$ cat config.mk
export PLATFORM = sky130hd
export DESIGN_NAME = spsc_standby_pins
export DESIGN_NICKNAME = d
export VERILOG_FILES = /design/src/include/spsc_pkg.sv /design/src/rtl/spsc_standby_pins.sv
export SDC_FILE = /design/constraint.sdc
export NUM_CORES = 1
export LEC_CHECK = 0
export CAP_MARGIN = 40
export CORE_ASPECT_RATIO = 0.75
export CORE_MARGIN = 2
export CORE_UTILIZATION = 40
export CTS_CLUSTER_DIAMETER = 120
export CTS_CLUSTER_SIZE = 16
export DETAILED_ROUTE_END_ITERATION = 7
export DONT_BUFFER_PORTS = 1
export PLACE_DENSITY = 0.54
export SLEW_MARGIN = 15
export SYNTH_ARGS = -nofsm -noshare
export SYNTH_HDL_FRONTEND = slang
export SYNTH_SLANG_ARGS = --single-unit
$ cat constraint.sdc
create_clock -name clk -period 1.1 [get_ports clk]
set_input_delay 0 -clock clk [delete_from_list [all_inputs] [get_ports clk]]
set_output_delay 0 -clock clk [all_outputs]
set_load 0.05 [all_outputs]
$ cat src/include/spsc_pkg.sv
package spsc_pkg;
	localparam int BIDIR_B_W   = 4;
	localparam int BIDIR_C_W   = 2;
	localparam int BIDIR_D_W   = 4;
	localparam int ANALOG_W    = 4;
	localparam int OUT_A_W     = 4;
	localparam int OUT_B_W     = 4;
	localparam int SEG_W       = 15;
	localparam logic SEG_OFF   = 1'b0;
	localparam logic CRYSTAL_OUT_STOP = 1'b1;
	localparam logic PD_ON     = 1'b1;
	typedef enum logic [1:0] {
		SPSC_RUN,
		SPSC_HALT,
		SPSC_STOP
	} spsc_state_e;
endpackage

$ cat src/rtl/spsc_standby_pins.sv
`timescale 1ns/1ps
// Operation
// - Clock stop turns all bidirectional port pins into plain inputs.
// - Clock stop leaves the analog input port configuration untouched.
// - Output ports stay outputs and hold their level during clock stop.
// - Clock stop forces segment pins to segment function, driven low.
// - Clock stop disables synthesizer and floats its drive and error pins.
// - Chip-enable low disables synthesizer and floats its pins always.
// - Clock stop pulls crystal input down and drives crystal output high.
// - Analog port pull-down is software selectable; off means floating.
// - Segment pins usable as outputs keep their values through halt.
// - Stop request honoured only with chip-enable low, else no effect.
// - Halt stops only instruction execution; pins keep working.
module spsc_standby_pins #(
	parameter int BB_W  = spsc_pkg::BIDIR_B_W,
	parameter int BC_W  = spsc_pkg::BIDIR_C_W,
	parameter int BD_W  = spsc_pkg::BIDIR_D_W,
	parameter int AN_W  = spsc_pkg::ANALOG_W,
	parameter int OA_W  = spsc_pkg::OUT_A_W,
	parameter int OB_W  = spsc_pkg::OUT_B_W,
	parameter int SG_W  = spsc_pkg::SEG_W
) (
	// Clock and reset.
	input  wire logic            clk,
	input  wire logic            reset_n,
	// Chip-enable pin and CPU standby requests.
	input  wire logic            chip_enable,
	input  wire logic            halt_req,
	input  wire logic            stop_req,
	input  wire logic            wake_req,
	// Peripheral port settings in normal operation.
	input  wire logic [BB_W-1:0] bidir_port_b_out,
	input  wire logic [BB_W-1:0] bidir_port_b_oe,
	input  wire logic [BC_W-1:0] bidir_port_c_out,
	input  wire logic [BC_W-1:0] bidir_port_c_oe,
	input  wire logic [BD_W-1:0] bidir_port_d_out,
	input  wire logic [BD_W-1:0] bidir_port_d_oe,
	input  wire logic            analog_pd_sel,
	input  wire logic [OA_W-1:0] output_port_a_val,
	input  wire logic [OB_W-1:0] output_port_b_val,
	input  wire logic            output_port_c_serial_out_val,
	input  wire logic [SG_W-1:0] seg_gpo_sel,
	input  wire logic [SG_W-1:0] seg_gpo_val,
	input  wire logic [SG_W-1:0] seg_drive_val,
	input  wire logic            synth_sw_enable,
	input  wire logic            synth_drive_low_val,
	input  wire logic            synth_drive_high_val,
	input  wire logic            phase_error_val,
	// Port pins.
	output logic      [BB_W-1:0] bidir_port_b,
	output logic      [BB_W-1:0] bidir_port_b_en,
	output logic      [BC_W-1:0] bidir_port_c,
	output logic      [BC_W-1:0] bidir_port_c_en,
	output logic      [BD_W-1:0] bidir_port_d,
	output logic      [BD_W-1:0] bidir_port_d_en,
	output logic                 analog_input_port_pd,
	output logic      [OA_W-1:0] output_port_a,
	output logic      [OB_W-1:0] output_port_b,
	output logic                 output_port_c_serial_out,
	output logic      [SG_W-1:0] segment_pins,
	output logic                 synth_drive_low_pin,
	output logic                 synth_drive_low_pin_en,
	output logic                 synth_drive_high_pin,
	output logic                 synth_drive_high_pin_en,
	output logic                 phase_error_out,
	output logic                 phase_error_out_en,
	output logic                 crystal_in_pd,
	output logic                 crystal_out,
	// Status.
	output logic                 in_halt,
	output logic                 in_stop
);

	spsc_pkg::spsc_state_e state;
	spsc_pkg::spsc_state_e next_state;
	logic ce_meta;
	logic ce_sync;
	logic stopping;
	logic synth_on;

	// Chip-enable is a raw pin, so two flops settle it before any use.
	always_ff @(posedge clk) begin
		ce_meta <= chip_enable;
		ce_sync <= ce_meta;
	end

	assign stopping = (state != spsc_pkg::SPSC_STOP) && stop_req
		&& !ce_sync;

	always_comb begin
		next_state = state;
		case (state)
			spsc_pkg::SPSC_RUN: begin
				if (stopping) begin
					next_state = spsc_pkg::SPSC_STOP;
				end else if (halt_req) begin
					next_state = spsc_pkg::SPSC_HALT;
				end
			end
			spsc_pkg::SPSC_HALT: begin
				if (stopping) begin
					next_state = spsc_pkg::SPSC_STOP;
				end else if (wake_req) begin
					next_state = spsc_pkg::SPSC_RUN;
				end
			end
			spsc_pkg::SPSC_STOP: begin
				if (wake_req) begin
					next_state = spsc_pkg::SPSC_RUN;
				end
			end
			default: next_state = spsc_pkg::SPSC_RUN;
		endcase
	end

	always_ff @(posedge clk) begin
		if (!reset_n) begin
			state <= spsc_pkg::SPSC_RUN;
		end else begin
			state <= next_state;
		end
	end

	// Output latches capture the driven level on every non-stop cycle.
	always_ff @(posedge clk) begin
		if (!reset_n) begin
			output_port_a            <= '0;
			output_port_b            <= '0;
			output_port_c_serial_out <= 1'b0;
		end else if (next_state != spsc_pkg::SPSC_STOP) begin
			output_port_a            <= output_port_a_val;
			output_port_b            <= output_port_b_val;
			output_port_c_serial_out <= output_port_c_serial_out_val;
		end
		// Clock stop freezes output ports at their last level.
		// They follow again on the wake edge, together with the other pins.
	end

	always_ff @(posedge clk) begin
		if (!reset_n) begin
			bidir_port_b    <= '0;
			bidir_port_b_en <= '0;
			bidir_port_c    <= '0;
			bidir_port_c_en <= '0;
			bidir_port_d    <= '0;
			bidir_port_d_en <= '0;
		end else if (next_state == spsc_pkg::SPSC_STOP) begin
			bidir_port_b_en <= '0;
			bidir_port_c_en <= '0;
			bidir_port_d_en <= '0;
		end else begin
			bidir_port_b    <= bidir_port_b_out;
			bidir_port_b_en <= bidir_port_b_oe;
			bidir_port_c    <= bidir_port_c_out;
			bidir_port_c_en <= bidir_port_c_oe;
			bidir_port_d    <= bidir_port_d_out;
			bidir_port_d_en <= bidir_port_d_oe;
		end
	end

	// Pull-down setting is kept across clock stop.
	always_ff @(posedge clk) begin
		if (!reset_n) begin
			analog_input_port_pd <= 1'b0;
		end else if (next_state != spsc_pkg::SPSC_STOP) begin
			analog_input_port_pd <= analog_pd_sel;
		end
	end

	always_ff @(posedge clk) begin
		if (!reset_n) begin
			segment_pins <= '0;
		end else if (next_state == spsc_pkg::SPSC_STOP) begin
			segment_pins <= {SG_W{spsc_pkg::SEG_OFF}};
		end else begin
			for (int i = 0; i < SG_W; i++) begin
				segment_pins[i] <= seg_gpo_sel[i] ? seg_gpo_val[i]
					: seg_drive_val[i];
			end
		end
	end

	assign synth_on = ce_sync && synth_sw_enable
		&& next_state != spsc_pkg::SPSC_STOP;

	always_ff @(posedge clk) begin
		if (!reset_n) begin
			synth_drive_low_pin     <= 1'b0;
			synth_drive_low_pin_en  <= 1'b0;
			synth_drive_high_pin    <= 1'b0;
			synth_drive_high_pin_en <= 1'b0;
			phase_error_out         <= 1'b0;
			phase_error_out_en      <= 1'b0;
		end else begin
			synth_drive_low_pin     <= synth_drive_low_val;
			synth_drive_low_pin_en  <= synth_on;
			synth_drive_high_pin    <= synth_drive_high_val;
			synth_drive_high_pin_en <= synth_on;
			phase_error_out         <= phase_error_val;
			phase_error_out_en      <= synth_on;
		end
	end

	always_ff @(posedge clk) begin
		if (!reset_n) begin
			crystal_in_pd <= 1'b0;
			crystal_out   <= 1'b0;
			in_halt       <= 1'b0;
			in_stop       <= 1'b0;
		end else begin
			crystal_in_pd <= (next_state == spsc_pkg::SPSC_STOP)
				? spsc_pkg::PD_ON : 1'b0;
			crystal_out   <= (next_state == spsc_pkg::SPSC_STOP)
				? spsc_pkg::CRYSTAL_OUT_STOP : 1'b0;
			in_halt       <= next_state == spsc_pkg::SPSC_HALT;
			in_stop       <= next_state == spsc_pkg::SPSC_STOP;
		end
	end

endmodule // spsc_standby_pins

# Yosys cells after proc, flatten, opt, wreduce, memory -nomap -nowiden
# Index checks and enable logic that the tools add are counted.
[word_totals]
register_bits = 56
inputBits = 85
output_inout_bits = 55
[classes]
n_eq_ne = 6
muxes = 21
bitwise = 1
reduce_logical = 7
[op_table]
columns = ["cell", "count"]
rows = [
  ["$mux 1", 16],
  ["$mux 2", 4],
  ["$pmux 2 s3", 1],
  ["$eq 2x1->1 const B", 2],
  ["$eq 2x2->1 const B", 2],
  ["$logic_and 1x1->1", 4],
  ["$ne 2x2->1 const B", 2],
  ["$logic_not 2->1", 1],
  ["$reduce_or 2->1", 1],
  ["$logic_not 1->1", 1],
  ["$not 1->1", 1],
]

# Logic depth before layout (Yosys ltp)
# Gate-level depths: netlist of the first run.
[depth]
ltp_word = 7
ltp_mapped = 5
depth_no_buf = 3

# Least setup slack after synthesis of the first run
# OpenSTA, ideal clock, no wires.
[synth_path]
path_kind = "register to register"
from = "register state[1]"
to = "register phase_error_out_en"
setup_ps = 64
t_arrival_ps = 1023
required_time_ps = 1036
path_slack_ps = 13
path_stages_with_launch = 5
path_buffers = 1
cell_sequence = "dfxtp_1 -> nor3b_2 -> a211o_1 -> buf_6 -> nor2_1"
[synth_via]
elab_chain_cells = 7
[synth_lines]
columns = ["item", "line", "text"]
rows = [
  ["start, declared", "spsc_standby_pins.sv:74", "spsc_pkg::spsc_state_e state;"],
  ["start signal, assigned", "spsc_standby_pins.sv:118", "state <= spsc_pkg::SPSC_RUN;"],
  ["start signal, assigned", "spsc_standby_pins.sv:120", "state <= next_state;"],
  ["$ne 2x2->1", "spsc_standby_pins.sv:87", "assign stopping = (state != spsc_pkg::SPSC_STOP) && stop_req"],
  ["$logic_and 1x1->1", "spsc_standby_pins.sv:87", ""],
  ["$logic_and 1x1->1", "spsc_standby_pins.sv:88", "&& !ce_sync;"],
  ["$mux 2 (on tied branches)", "spsc_standby_pins.sv:101, spsc_standby_pins.sv:94", ""],
  ["$pmux 2 s3 *", "spsc_standby_pins.sv:92", "case (state)"],
  ["$ne 2x2->1 *", "spsc_standby_pins.sv:184", "&& next_state != spsc_pkg::SPSC_STOP;"],
  ["$logic_and 1x1->1 *", "spsc_standby_pins.sv:184", ""],
  ["end signal, assigned", "spsc_standby_pins.sv:200", "phase_error_out_en <= synth_on;"],
  ["end, declared", "spsc_standby_pins.sv:66", "output logic phase_error_out_en,"],
]
# Mark *: on every way between the ends. The rest lies on a longest branch, timed or not.
# A chain may end at the register's enable or synchronous reset.

# Worst setup path after layout of the first run
[layout_path]
from = "register state[1]"
to = "register bidir_port_b_en[3]"
[layout_via]
elab_chain_cells = 7
[layout_lines]
columns = ["item", "line", "text"]
rows = [
  ["$ne 2x2->1", "spsc_standby_pins.sv:87", ""],
  ["$logic_and 1x1->1", "spsc_standby_pins.sv:87", ""],
  ["$logic_and 1x1->1", "spsc_standby_pins.sv:88", ""],
  ["$mux 2 (on tied branches)", "spsc_standby_pins.sv:101, spsc_standby_pins.sv:94", ""],
  ["$pmux 2 s3 *", "spsc_standby_pins.sv:92", ""],
  ["$eq 2x2->1 *", "spsc_standby_pins.sv:147", "end else if (next_state == spsc_pkg::SPSC_STOP) begin"],
  ["$reduce_or 2->1 (no source line) *", "-", ""],
  ["end signal, assigned", "spsc_standby_pins.sv:153", "bidir_port_b_en <= bidir_port_b_oe;"],
  ["end, declared", "spsc_standby_pins.sv:51", "output logic [BB_W-1:0] bidir_port_b_en,"],
]
# Marks and branches as above.

==> results of run 1 <==
[metrics by stage]
stage	setup TNS, ns	cell area (µm²)
global route	-4.67	3170
floorplan	0	1910
global placement	-15.69	2150
CTS	-1.34	3080
detailed placement	-7.66	2180
finish	-2.27	3170
[registers in the layout, summed over array words and instances (netlist names), 2 cells and up]
| name | flops |
|---|---|
| bidir_port_c | 2 |
| state | 2 |
| bidir_port_b | 4 |
| bidir_port_d_en | 4 |
| output_port_a | 4 |
| output_port_b | 4 |
| segment_pins | 15 |
| bidir_port_b_en | 4 |
| bidir_port_c_en | 2 |
| bidir_port_d | 4 |
[how the worst max path moves through the flow]
stage                   startpoint                             to  slack (ns)  cells after the start
2_1_floorplan  state[1]$_SDFF_PN0_  phase_error_out_en$_SDFF_PN0_        0.01                      4
3_3_place_gp   state[1]$_SDFF_PN0_   bidir_port_d[3]$_SDFFE_PN0P_       -0.47                      3
3_5_place_dp   state[1]$_SDFF_PN0_   bidir_port_c[0]$_SDFFE_PN0P_       -0.30                      4
4_1_cts        state[1]$_SDFF_PN0_    segment_pins[12]$_SDFF_PP0_       -0.07                      4
5_1_grt        state[1]$_SDFF_PN0_  output_port_a[3]$_SDFFE_PN0P_       -0.15                      4
6_report       state[1]$_SDFF_PN0_  bidir_port_b_en[3]$_SDFF_PP0_        -0.1                      4
[synth_stat cells (all sizes together)]
master    n  area (µm²)
a2111oi   2        17.5
a211o     1        8.76
clkbuf    3        11.3
inv       3        11.3
and2      3        18.8
and3     10        62.6
nor3b     1        12.5
nor2     19        71.3
buf      11        76.3
mux2i    36         360
dfxtp    55        1100
a21oi     1        8.76
nand2    41         154
[cell usage in the layout (no fill, tap or decap), types with 2 or more instances in the layout]
master and instances:
inv_1 3, clkbuf_8 6, a2111oi_2 2, and2_1 3, dfxtp_2 2, mux2i_1 36, dfxtp_1 52, nor2_4 2
and3_1 10, nand2_1 41, buf_12 5, dlygate4sd3_1 72, nor2_1 5, buf_4 25, buf_6 4, nor2_2 12
[cells by family (layout without fill, tap and decap cells)]
kind of cell / after synthesis / count (layout) / share of synthesized area
simple gates: 74 / 74 / 0.167
mux: 36 / 36 / 0.188
buf+inv: 17 / 118 / 0.0516
compound gates: 4 / 4 / 0.0183
flops: 55 / 55 / 0.575
[routing by layer]
layer  global-route usage  wire, µm  vias to the layer above
li1                     -         -                      800
met1                0.200      1980                      795
met2                0.360      2890                       80
met3               0.0620       361                       17
met4               0.0887       167                        0
met5                    0         0                        -
[area by class of cell]
cell class,instances,area share
repair buffers,107,0.340
multi-input cells,114,0.248
clock inverters,2,0.0110
inverters,3,0.00355
well taps,57,0.0225
flip-flops and latches,55,0.349
clock buffers,6,0.0260
[worst reg2reg max path: cells and delay by family (launching register included)]
| kind | cells | cell delay, ns |
|---|---|---|
| DFF | 1 | 0.38 |
| and+or+nand+nor | 2 | 0.43 |
| buffers and inverters | 1 | 0.18 |
| AOI/OAI and AO/OA | 1 | 0.09 |
[report_power, final]
part	switching, mW	internal, mW
combinational	0.494	0.475
clock	0.623	0.737
sequential	0.315	2.13
[repair_timing]
item / in CTS / in global routing
pin swaps: 5 / 2
hold buffers: 73 / 0
setup endpoints to repair: 49 / 46
gates cloned: 0 / 1
hold endpoints to repair: 54 / 0
setup buffers: 2 / 2
resized for setup: 9 / 23
==> out/qor.yml, run 1 <==
pwr:
  p_per_area_nw_per_um2: 1510
  leakagePower_nw: 1.48
  vdd_ir_drop_max_v: 0.000881
  power.total_mw: 4.77
synthesis:
  synth_nets: 271
  synth_warnings: 0
  ys_ff_latch: 55
  synth_area_um2: 1910
  ys_seq_area_frac: 0.575
  syn_area_per_cell_um2: 10.3
  synthCells: 186
  ys_types: 15
placed_design:
  port_buffers: 0
  gp_congestion: 0.691
  dpl.cell_count: 258
  dp_hpwl_mm: 2.92
  pre_cts_ws_ns: -0.296
drt:
  drt_iter0_drc: 36
  postRouteAntennaNets: 0
  finalWirelength_mm: 5.40
  drc: 0
  wire_per_inst_um: 15.7
  num_vias: 1692
  viasPerCell: 4.92
  first_pass_iters: 4
cts:
  ctsRootBufferMaster: "clkbuf_8"
  cts_sinks: 55
  clkTransAtPathRegs_ns: 0.10
  h-tree-depth: 2
  clock_latency_ns: 0.30
  cts_tree: "done"
  clockBufferDepth: 2
  cts_buffers: 5
setup_path:
  regToRegEndpoint: "bidir_port_b_en[3]$_SDFF_PP0_"
  cp_cell_sequence: "nor3b_4 -> a21oi_4 -> clkbuf_16 -> and3_1"
  critical_path_class: "reg2reg"
  r2r_setup_slack_ns: -0.1
  crit_required_ns: 1.28
  path_max_fanout: 12
  crit_family: "simple AND/OR/NAND/NOR gates"
  path_buf_inv: 1
  timing.rr.start: "state[1]$_SDFF_PN0_"
  arrival_ns: 1.38
  critPathLaunchType: "flip-flop"
  end_kind: "flip-flop"
  worstRegToRegCells: 4
  slowest_stage: "dfxtp_4"
  cp_slowest_stage_delay_ns: 0.38
die:
  start_util: 0.421
  die_area_um2: 5360
  dieHeight_um: 63.9
  placementRows: 21
  pin_count: 140
  die_w_um: 83.9
  coreArea_um2: 4550
timing:
  whs_ns: 0.0328
  fin_crit_sh: 1.09
  relSlewSlack: 0.657
  setup_slack_ns: -0.0966
  clock_skew_ns: 0.00777
  finalSetupViolations: 46
  clock.fmax_mhz: 836
  post-route-min-period_ns: 1.20
  finalHoldViolations: 0
  tightest_slew_ns: 0.513
  rsz0062_at_grt: "yes"
  slew_viol_final: 0
layout:
  multi_input_area_um2: 786
  fin_util: 0.698
  diodes: 0
  syn2layout_area_growth_pct: 65.7
  drive_above_1_share: 0.223
  nNetsFinal: 371
  instances_no_fill: 344
  regArea_um2: 1110
  fill_cells: 348
run:
  cap_violations: 0
global_routing:
  grt_pass1_vias: 1737
  antenna_found_initial: 0
  overflow: 0
  grt_pass1_wl_mm: 8.11
  grt_util_all_layers: 0.194
  grt_max_degree: 47
worst_hold_path:
  hp-start: "reset_n"
  hold_end: "bidir_port_d[2]$_SDFFE_PN0P_"
  holdCritPathClass: "in2reg"
  hold_depth: 3
status:
  status: "finished, violations left"
  failed_checks: "setup timing"
Power figures use the tool's default switching activity.
==> run 2, diff against run 1 <==
- ABC_AREA: default -> 1
==> out/qor.yml, run 2 <==
placed_design:
  placed_area_um2: 2090
  pre_cts_ws_ns: 0.0456
  dpl.cell_count: 273
  gp_congestion: 0.691
  port_buffers: 0
  dp_hpwl_mm: 3.15
drt:
  postRouteAntennaNets: 0
  first_pass_iters: 4
  drt_iter0_drc: 71
  viasPerCell: 4.99
  wire_per_inst_um: 16.6
  finalWirelength_mm: 6.06
  num_vias: 1826
  drc: 0
layout:
  final_cell_mix: "dlygate4sd3_1, dfxtp_1, nor2_1"
  largest_reg_flops: 15
  instances_no_fill: 366
  fill_cells: 330
  nNetsFinal: 393
  final_common_cell: "dlygate4sd3_1"
  drive_above_1_share: 0.214
  diodes: 0
  fin_util: 0.705
  finalInstanceArea_um2: 3180
  syn2layout_area_growth_pct: 66.4
  regMostFlops: "segment_pins"
die:
  die_w_um: 83.9
  placementRows: 21
  start_util: 0.423
  pin_count: 140
  die_area_um2: 5360
  dieHeight_um: 63.9
  coreArea_um2: 4520
setup_path:
  r2r_setup_slack_ns: 0
  worstRegToRegCells: 5
  critical_path_class: "in2reg"
  arrival_ns: 1.32
  crit_required_ns: 1.30
  path_max_fanout: 1
  critPathLaunchType: "input port"
  crit_end: "segment_pins[6]$_SDFF_PP0_"
  regToRegEndpoint: "output_port_b[3]$_SDFFE_PN0P_"
  end_kind: "flip-flop"
  timing.rr.start: "state[0]$_SDFF_PN0_"
  startpoint: "seg_drive_val[6]"
synthesis:
  synth_area_um2: 1910
  synth_compound_area_frac: 0.00719
  synth_fa_ha_area_frac: 0
  synth_area_leaders: "dfxtp_1, mux2i_1, nand4_1"
  synth_edf_count: 0
  synth-xor-area-share: 0
  synthDominantCellAreaShare: 0.576
  synthMuxAreaShare: 0.0785
  yosysMostFrequentCell: "dfxtp_1"
  synth_top_family_by_area: "simple AND/OR/NAND/NOR gates"
  synthCells: 207
  synth_commonest_cells: "dfxtp_1, nor2_1, nand2_1"
  ys_seq_area_frac: 0.576
  synth_top_area_cell: "dfxtp_1"
  synth_warnings: 0
  ys_types: 14
  synth-simple-area-share: 0.245
  synthArstFlopShare: 0
  synth_nets: 292
  ys_ff_latch: 55
  ys.flop_type: "dfxtp_1"
  syn_area_per_cell_um2: 9.24
timing:
  post-route-min-period_ns: 1.12
  clock_skew_ns: 0.00891
  clock.fmax_mhz: 895
  tightest_slew_ns: 0.521
  finalSetupViolations: 2
  setup_slack_ns: -0.0171
  fin_crit_sh: 1.02
  relSlewSlack: 0.652
  rsz0062_at_grt: "yes"
  finalHoldViolations: 0
  slew_viol_final: 0
worst_hold_path:
  holdCritPathClass: "in2reg"
global_routing:
  antenna_found_initial: 0
  grt_pass1_vias: 1886
  grt_pass1_wl_mm: 8.93
  overflow: 0
  grt_util_all_layers: 0.211
  grt_max_degree: 43
cts:
  ctsRootBufferMaster: "clkbuf_8"
  h-tree-depth: 2
  cts_buffers: 5
  clkTransAtPathRegs_ns: 0.10
  cts_tree: "done"
  cts_sinks: 55
  clockBufferDepth: 2
  clock_latency_ns: 0.30
pwr:
  p_per_area_nw_per_um2: 1440
  vdd_ir_drop_max_v: 0.000861
  leakagePower_nw: 1.47
status:
  status: "finished, violations left"
  failed_checks: "setup timing"
run:
  cap_violations: 0
## run 2: worst min-delay path by stage
stage | from | endpoint | cells past startpoint
floorplan | chip_enable | ce_meta$_DFF_P_ | 0
global route | reset_n | bidir_port_c[1]$_SDFFE_PN0P_ | 3
finish | reset_n | crystal_out$_SDFF_PN0_ | 3
detailed placement | chip_enable | ce_meta$_DFF_P_ | 0
CTS | reset_n | bidir_port_d_en[1]$_SDFF_PP0_ | 2
global placement | chip_enable | ce_meta$_DFF_P_ | 0
## run 2: repair_timing
| action | 4_1_cts | 5_1_grt |
|---|---|---|
| endpoints found under the hold margin | 54 | 26 |
| buffers inserted | 0 | 2 |
| hold buffers | 72 | 15 |
| endpoints found under the setup margin | 0 | 46 |
| gates resized for setup | 0 | 31 |
## run 2: kinds of logic (layout without fill, tap and decap cells)
kind of cell,Yosys count,in the layout
buf+inv,35,136
flops,55,55
compound gates,2,2
simple gates,100,101
mux,15,15
## run 2: routing by layer
layer | vias up | share of wire | track usage
met5 | - | 0 | 0
met4 | 0 | 0.028 | 0.0806
met3 | 16 | 0.055 | 0.0504
met2 | 86 | 0.55 | 0.437
met1 | 854 | 0.37 | 0.197
li1 | 870 | - | -
## run 2: metrics by stage
step	hold WS (ns)	total power, mW	setup TNS, ns
4_1_cts	0.00466	4.46	0
5_1_grt	0.0332	4.79	-0.280
2_1_floorplan	0.0277	3.01	0
6_report	0.0369	4.58	-0.0217
3_5_place_dp	0.0278	3.14	0
3_3_place_gp	0.0278	3.12	0
## run 2: power by group
part	leakage, nW	switching [mW]	internal [mW]
Clock	0.0402	0.637	0.444
Sequential	0.456	0.322	2.14
Combinational	0.976	0.583	0.458
Total	1.47	1.54	3.04
## run 2: final cells by class
class / count / area (µm²) / area share
well taps: 57 / 71.3 / 0.0224
flip-flops and latches: 55 / 1100 / 0.347
repair buffers: 110 / 1090 / 0.344
multi-input cells: 118 / 758 / 0.238
inverters: 18 / 67.6 / 0.0212
clock buffers: 5 / 68.8 / 0.0216
clock inverters: 3 / 20.0 / 0.00629
## run 2: critical path: stages
cell	delay, ns
dlygate4sd3_1	0.54
mux2i_1	0.16
dlygate4sd3_1	0.57
nor2_1	0.04
==> run 3, diff against run 2 <==
- BUFFER_PORTS_ARGS: default -> -buffer_cell sky130_fd_sc_hd__buf_2
- CORE_UTILIZATION: 40 -> 36
- DONT_BUFFER_PORTS: 1 -> default
- PLACE_DENSITY: 0.54 -> 0.73
==> out/qor.yml, run 3 (synthesis gave the netlist of run 2 again) <==
status:
  status: "finished clean"
setup_path:
  critical_path_class: "reg2reg"
  path_max_fanout: 6
  crit_required_ns: 1.31
  arrival_ns: 1.27
  r2r_setup_slack_ns: 0.04
  slowest_stage: "dfxtp_2"
  critPathLaunchType: "flip-flop"
  cp_cell_sequence: "o21ai_4 -> nand2_8 -> clkbuf_16 -> nand3_1 -> nand2_1"
  cp_slowest_stage_delay_ns: 0.35
  end_kind: "flip-flop"
cts:
  cts_sinks: 55
  clock_latency_ns: 0.30
  clockBufferDepth: 2
  clkTransAtPathRegs_ns: 0.11
  cts_tree: "done"
  ctsRootBufferMaster: "clkbuf_8"
  h-tree-depth: 2
  cts_buffers: 5
  cts_setup_buffers: 0
timing:
  relSlewSlack: 0.769
  finalSetupTns_ns: 0
  slew_viol_final: 0
  fin_crit_sh: 0.964
  clock.fmax_mhz: 943
  tightest_slew_ns: 0.346
  whs_ns: 0.0348
  clock_skew_ns: 0.0105
  finalSetupViolations: 0
  post-route-min-period_ns: 1.06
  finalHoldViolations: 0
global_routing:
  use_met2: 0.394
  grt_max_degree: 27
  overflow: 0
  grt_util_all_layers: 0.223
  grt_pass1_wl_mm: 10.1
  grt_use_met1: 0.245
  grt_busiest_layer: "met2"
  grt.met3_usage: 0.0795
  antenna_found_initial: 0
  grt_pass1_vias: 2232
layout:
  instances_no_fill: 498
  multi_input_area_um2: 672
  largest_reg_flops: 15
  regArea_um2: 1100
  regMostFlops: "segment_pins"
  drive_above_1_share: 0.392
  syn2layout_area_growth_pct: 90.4
  final_common_cell: "buf_2"
  final_cell_mix: "buf_2, dlygate4sd3_1, dfxtp_1"
  nNetsFinal: 510
  diodes: 0
  fin_util: 0.727
  fill_cells: 384
drt:
  first_pass_iters: 4
  viasPerCell: 4.43
  finalWirelength_mm: 6.81
  postRouteAntennaNets: 0
  drc: 0
  drt_iter0_drc: 84
  num_vias: 2204
  wire_per_inst_um: 13.7
pwr:
  vdd_ir_drop_max_v: 0.000937
  p_per_area_nw_per_um2: 1300
  leakagePower_nw: 1.95
run:
  cap_violations: 0
die:
  coreArea_um2: 5010
  pin_count: 140
  placementRows: 22
  start_util: 0.382
  dieHeight_um: 67.1
  die_area_um2: 5920
  die_w_um: 88.2
placed_design:
  port_buffers: 139
  dpl.cell_count: 407
  dp_hpwl_mm: 3.47
  gp_congestion: 0.735
worst_hold_path:
  holdCritPathClass: "in2reg"
-- run 3: changes by cell type in the layout (fill, tap and decap cells not counted), sizes merged --
cell,previous run,this run
dlygate4sd3,79,80
clkbuf,6,7
buf,30,146
nand2,31,30
-- run 3: path summary, 6_finish.rpt --
| path | start | end | depth (start not counted) |
|---|---|---|---|
| setup / recovery | state[0]$_SDFF_PN0_ | bidir_port_c[0]$_SDFFE_PN0P_ | 5 |
| hold / removal | halt_req | state[0]$_SDFF_PN0_ | 5 |
| setup reg to reg | state[0]$_SDFF_PN0_ | bidir_port_c[0]$_SDFFE_PN0P_ | 5 |
| hold reg to reg | ce_meta$_DFF_P_ | ce_sync$_DFF_P_ | 0 |
-- run 3: critical path, delay by kind of cell, from the launching register on --
family / cells / cell delay (ns)
flops: 1 / 0.35
simple gates: 3 / 0.23
compound gates: 1 / 0.20
buf+inv: 1 / 0.17
-- run 3: layout make-up --
class                           count  area share
Multi-Input combinational cell    117       0.184
Timing Repair Buffer              228       0.445
Inverter                           18      0.0186
Clock buffer                        5      0.0189
Sequential cell                    55       0.303
Clock inverter                      3     0.00550
Tap cell                           72      0.0247
-- run 3: routing by layer --
metal | part of all wire | wire length [µm] | vias to the layer above
li1 | - | - | 1104
met1 | 0.40 | 2710 | 971
met2 | 0.48 | 3290 | 109
met3 | 0.091 | 620 | 20
met4 | 0.027 | 185 | 0
met5 | 0 | 0 | -
-- run 3: repair_timing --
item | CTS | global route
setup endpoints to repair | 0 | 44
endpoints found under the hold margin | 50 | 0
hold buffers | 80 | 0
resized for setup | 0 | 12
-- run 3: report_power, final --
| part | internal, mW | switching, mW |
|---|---|---|
| Clock | 0.445 | 0.670 |
| Combinational | 0.552 | 0.876 |
| Sequential | 2.14 | 0.0542 |
-- run 3: per-stage QoR --
step	instance area (µm²)	total power [mW]	setup WS, ns
3_3_place_gp	2640	3.33	0.0920
6_report	3640	4.73	0.0392
5_1_grt	3640	4.96	-0.00238
3_5_place_dp	2640	3.35	0.0754
4_1_cts	3530	4.67	0.0487
2_1_floorplan	1910	3.01	0.151
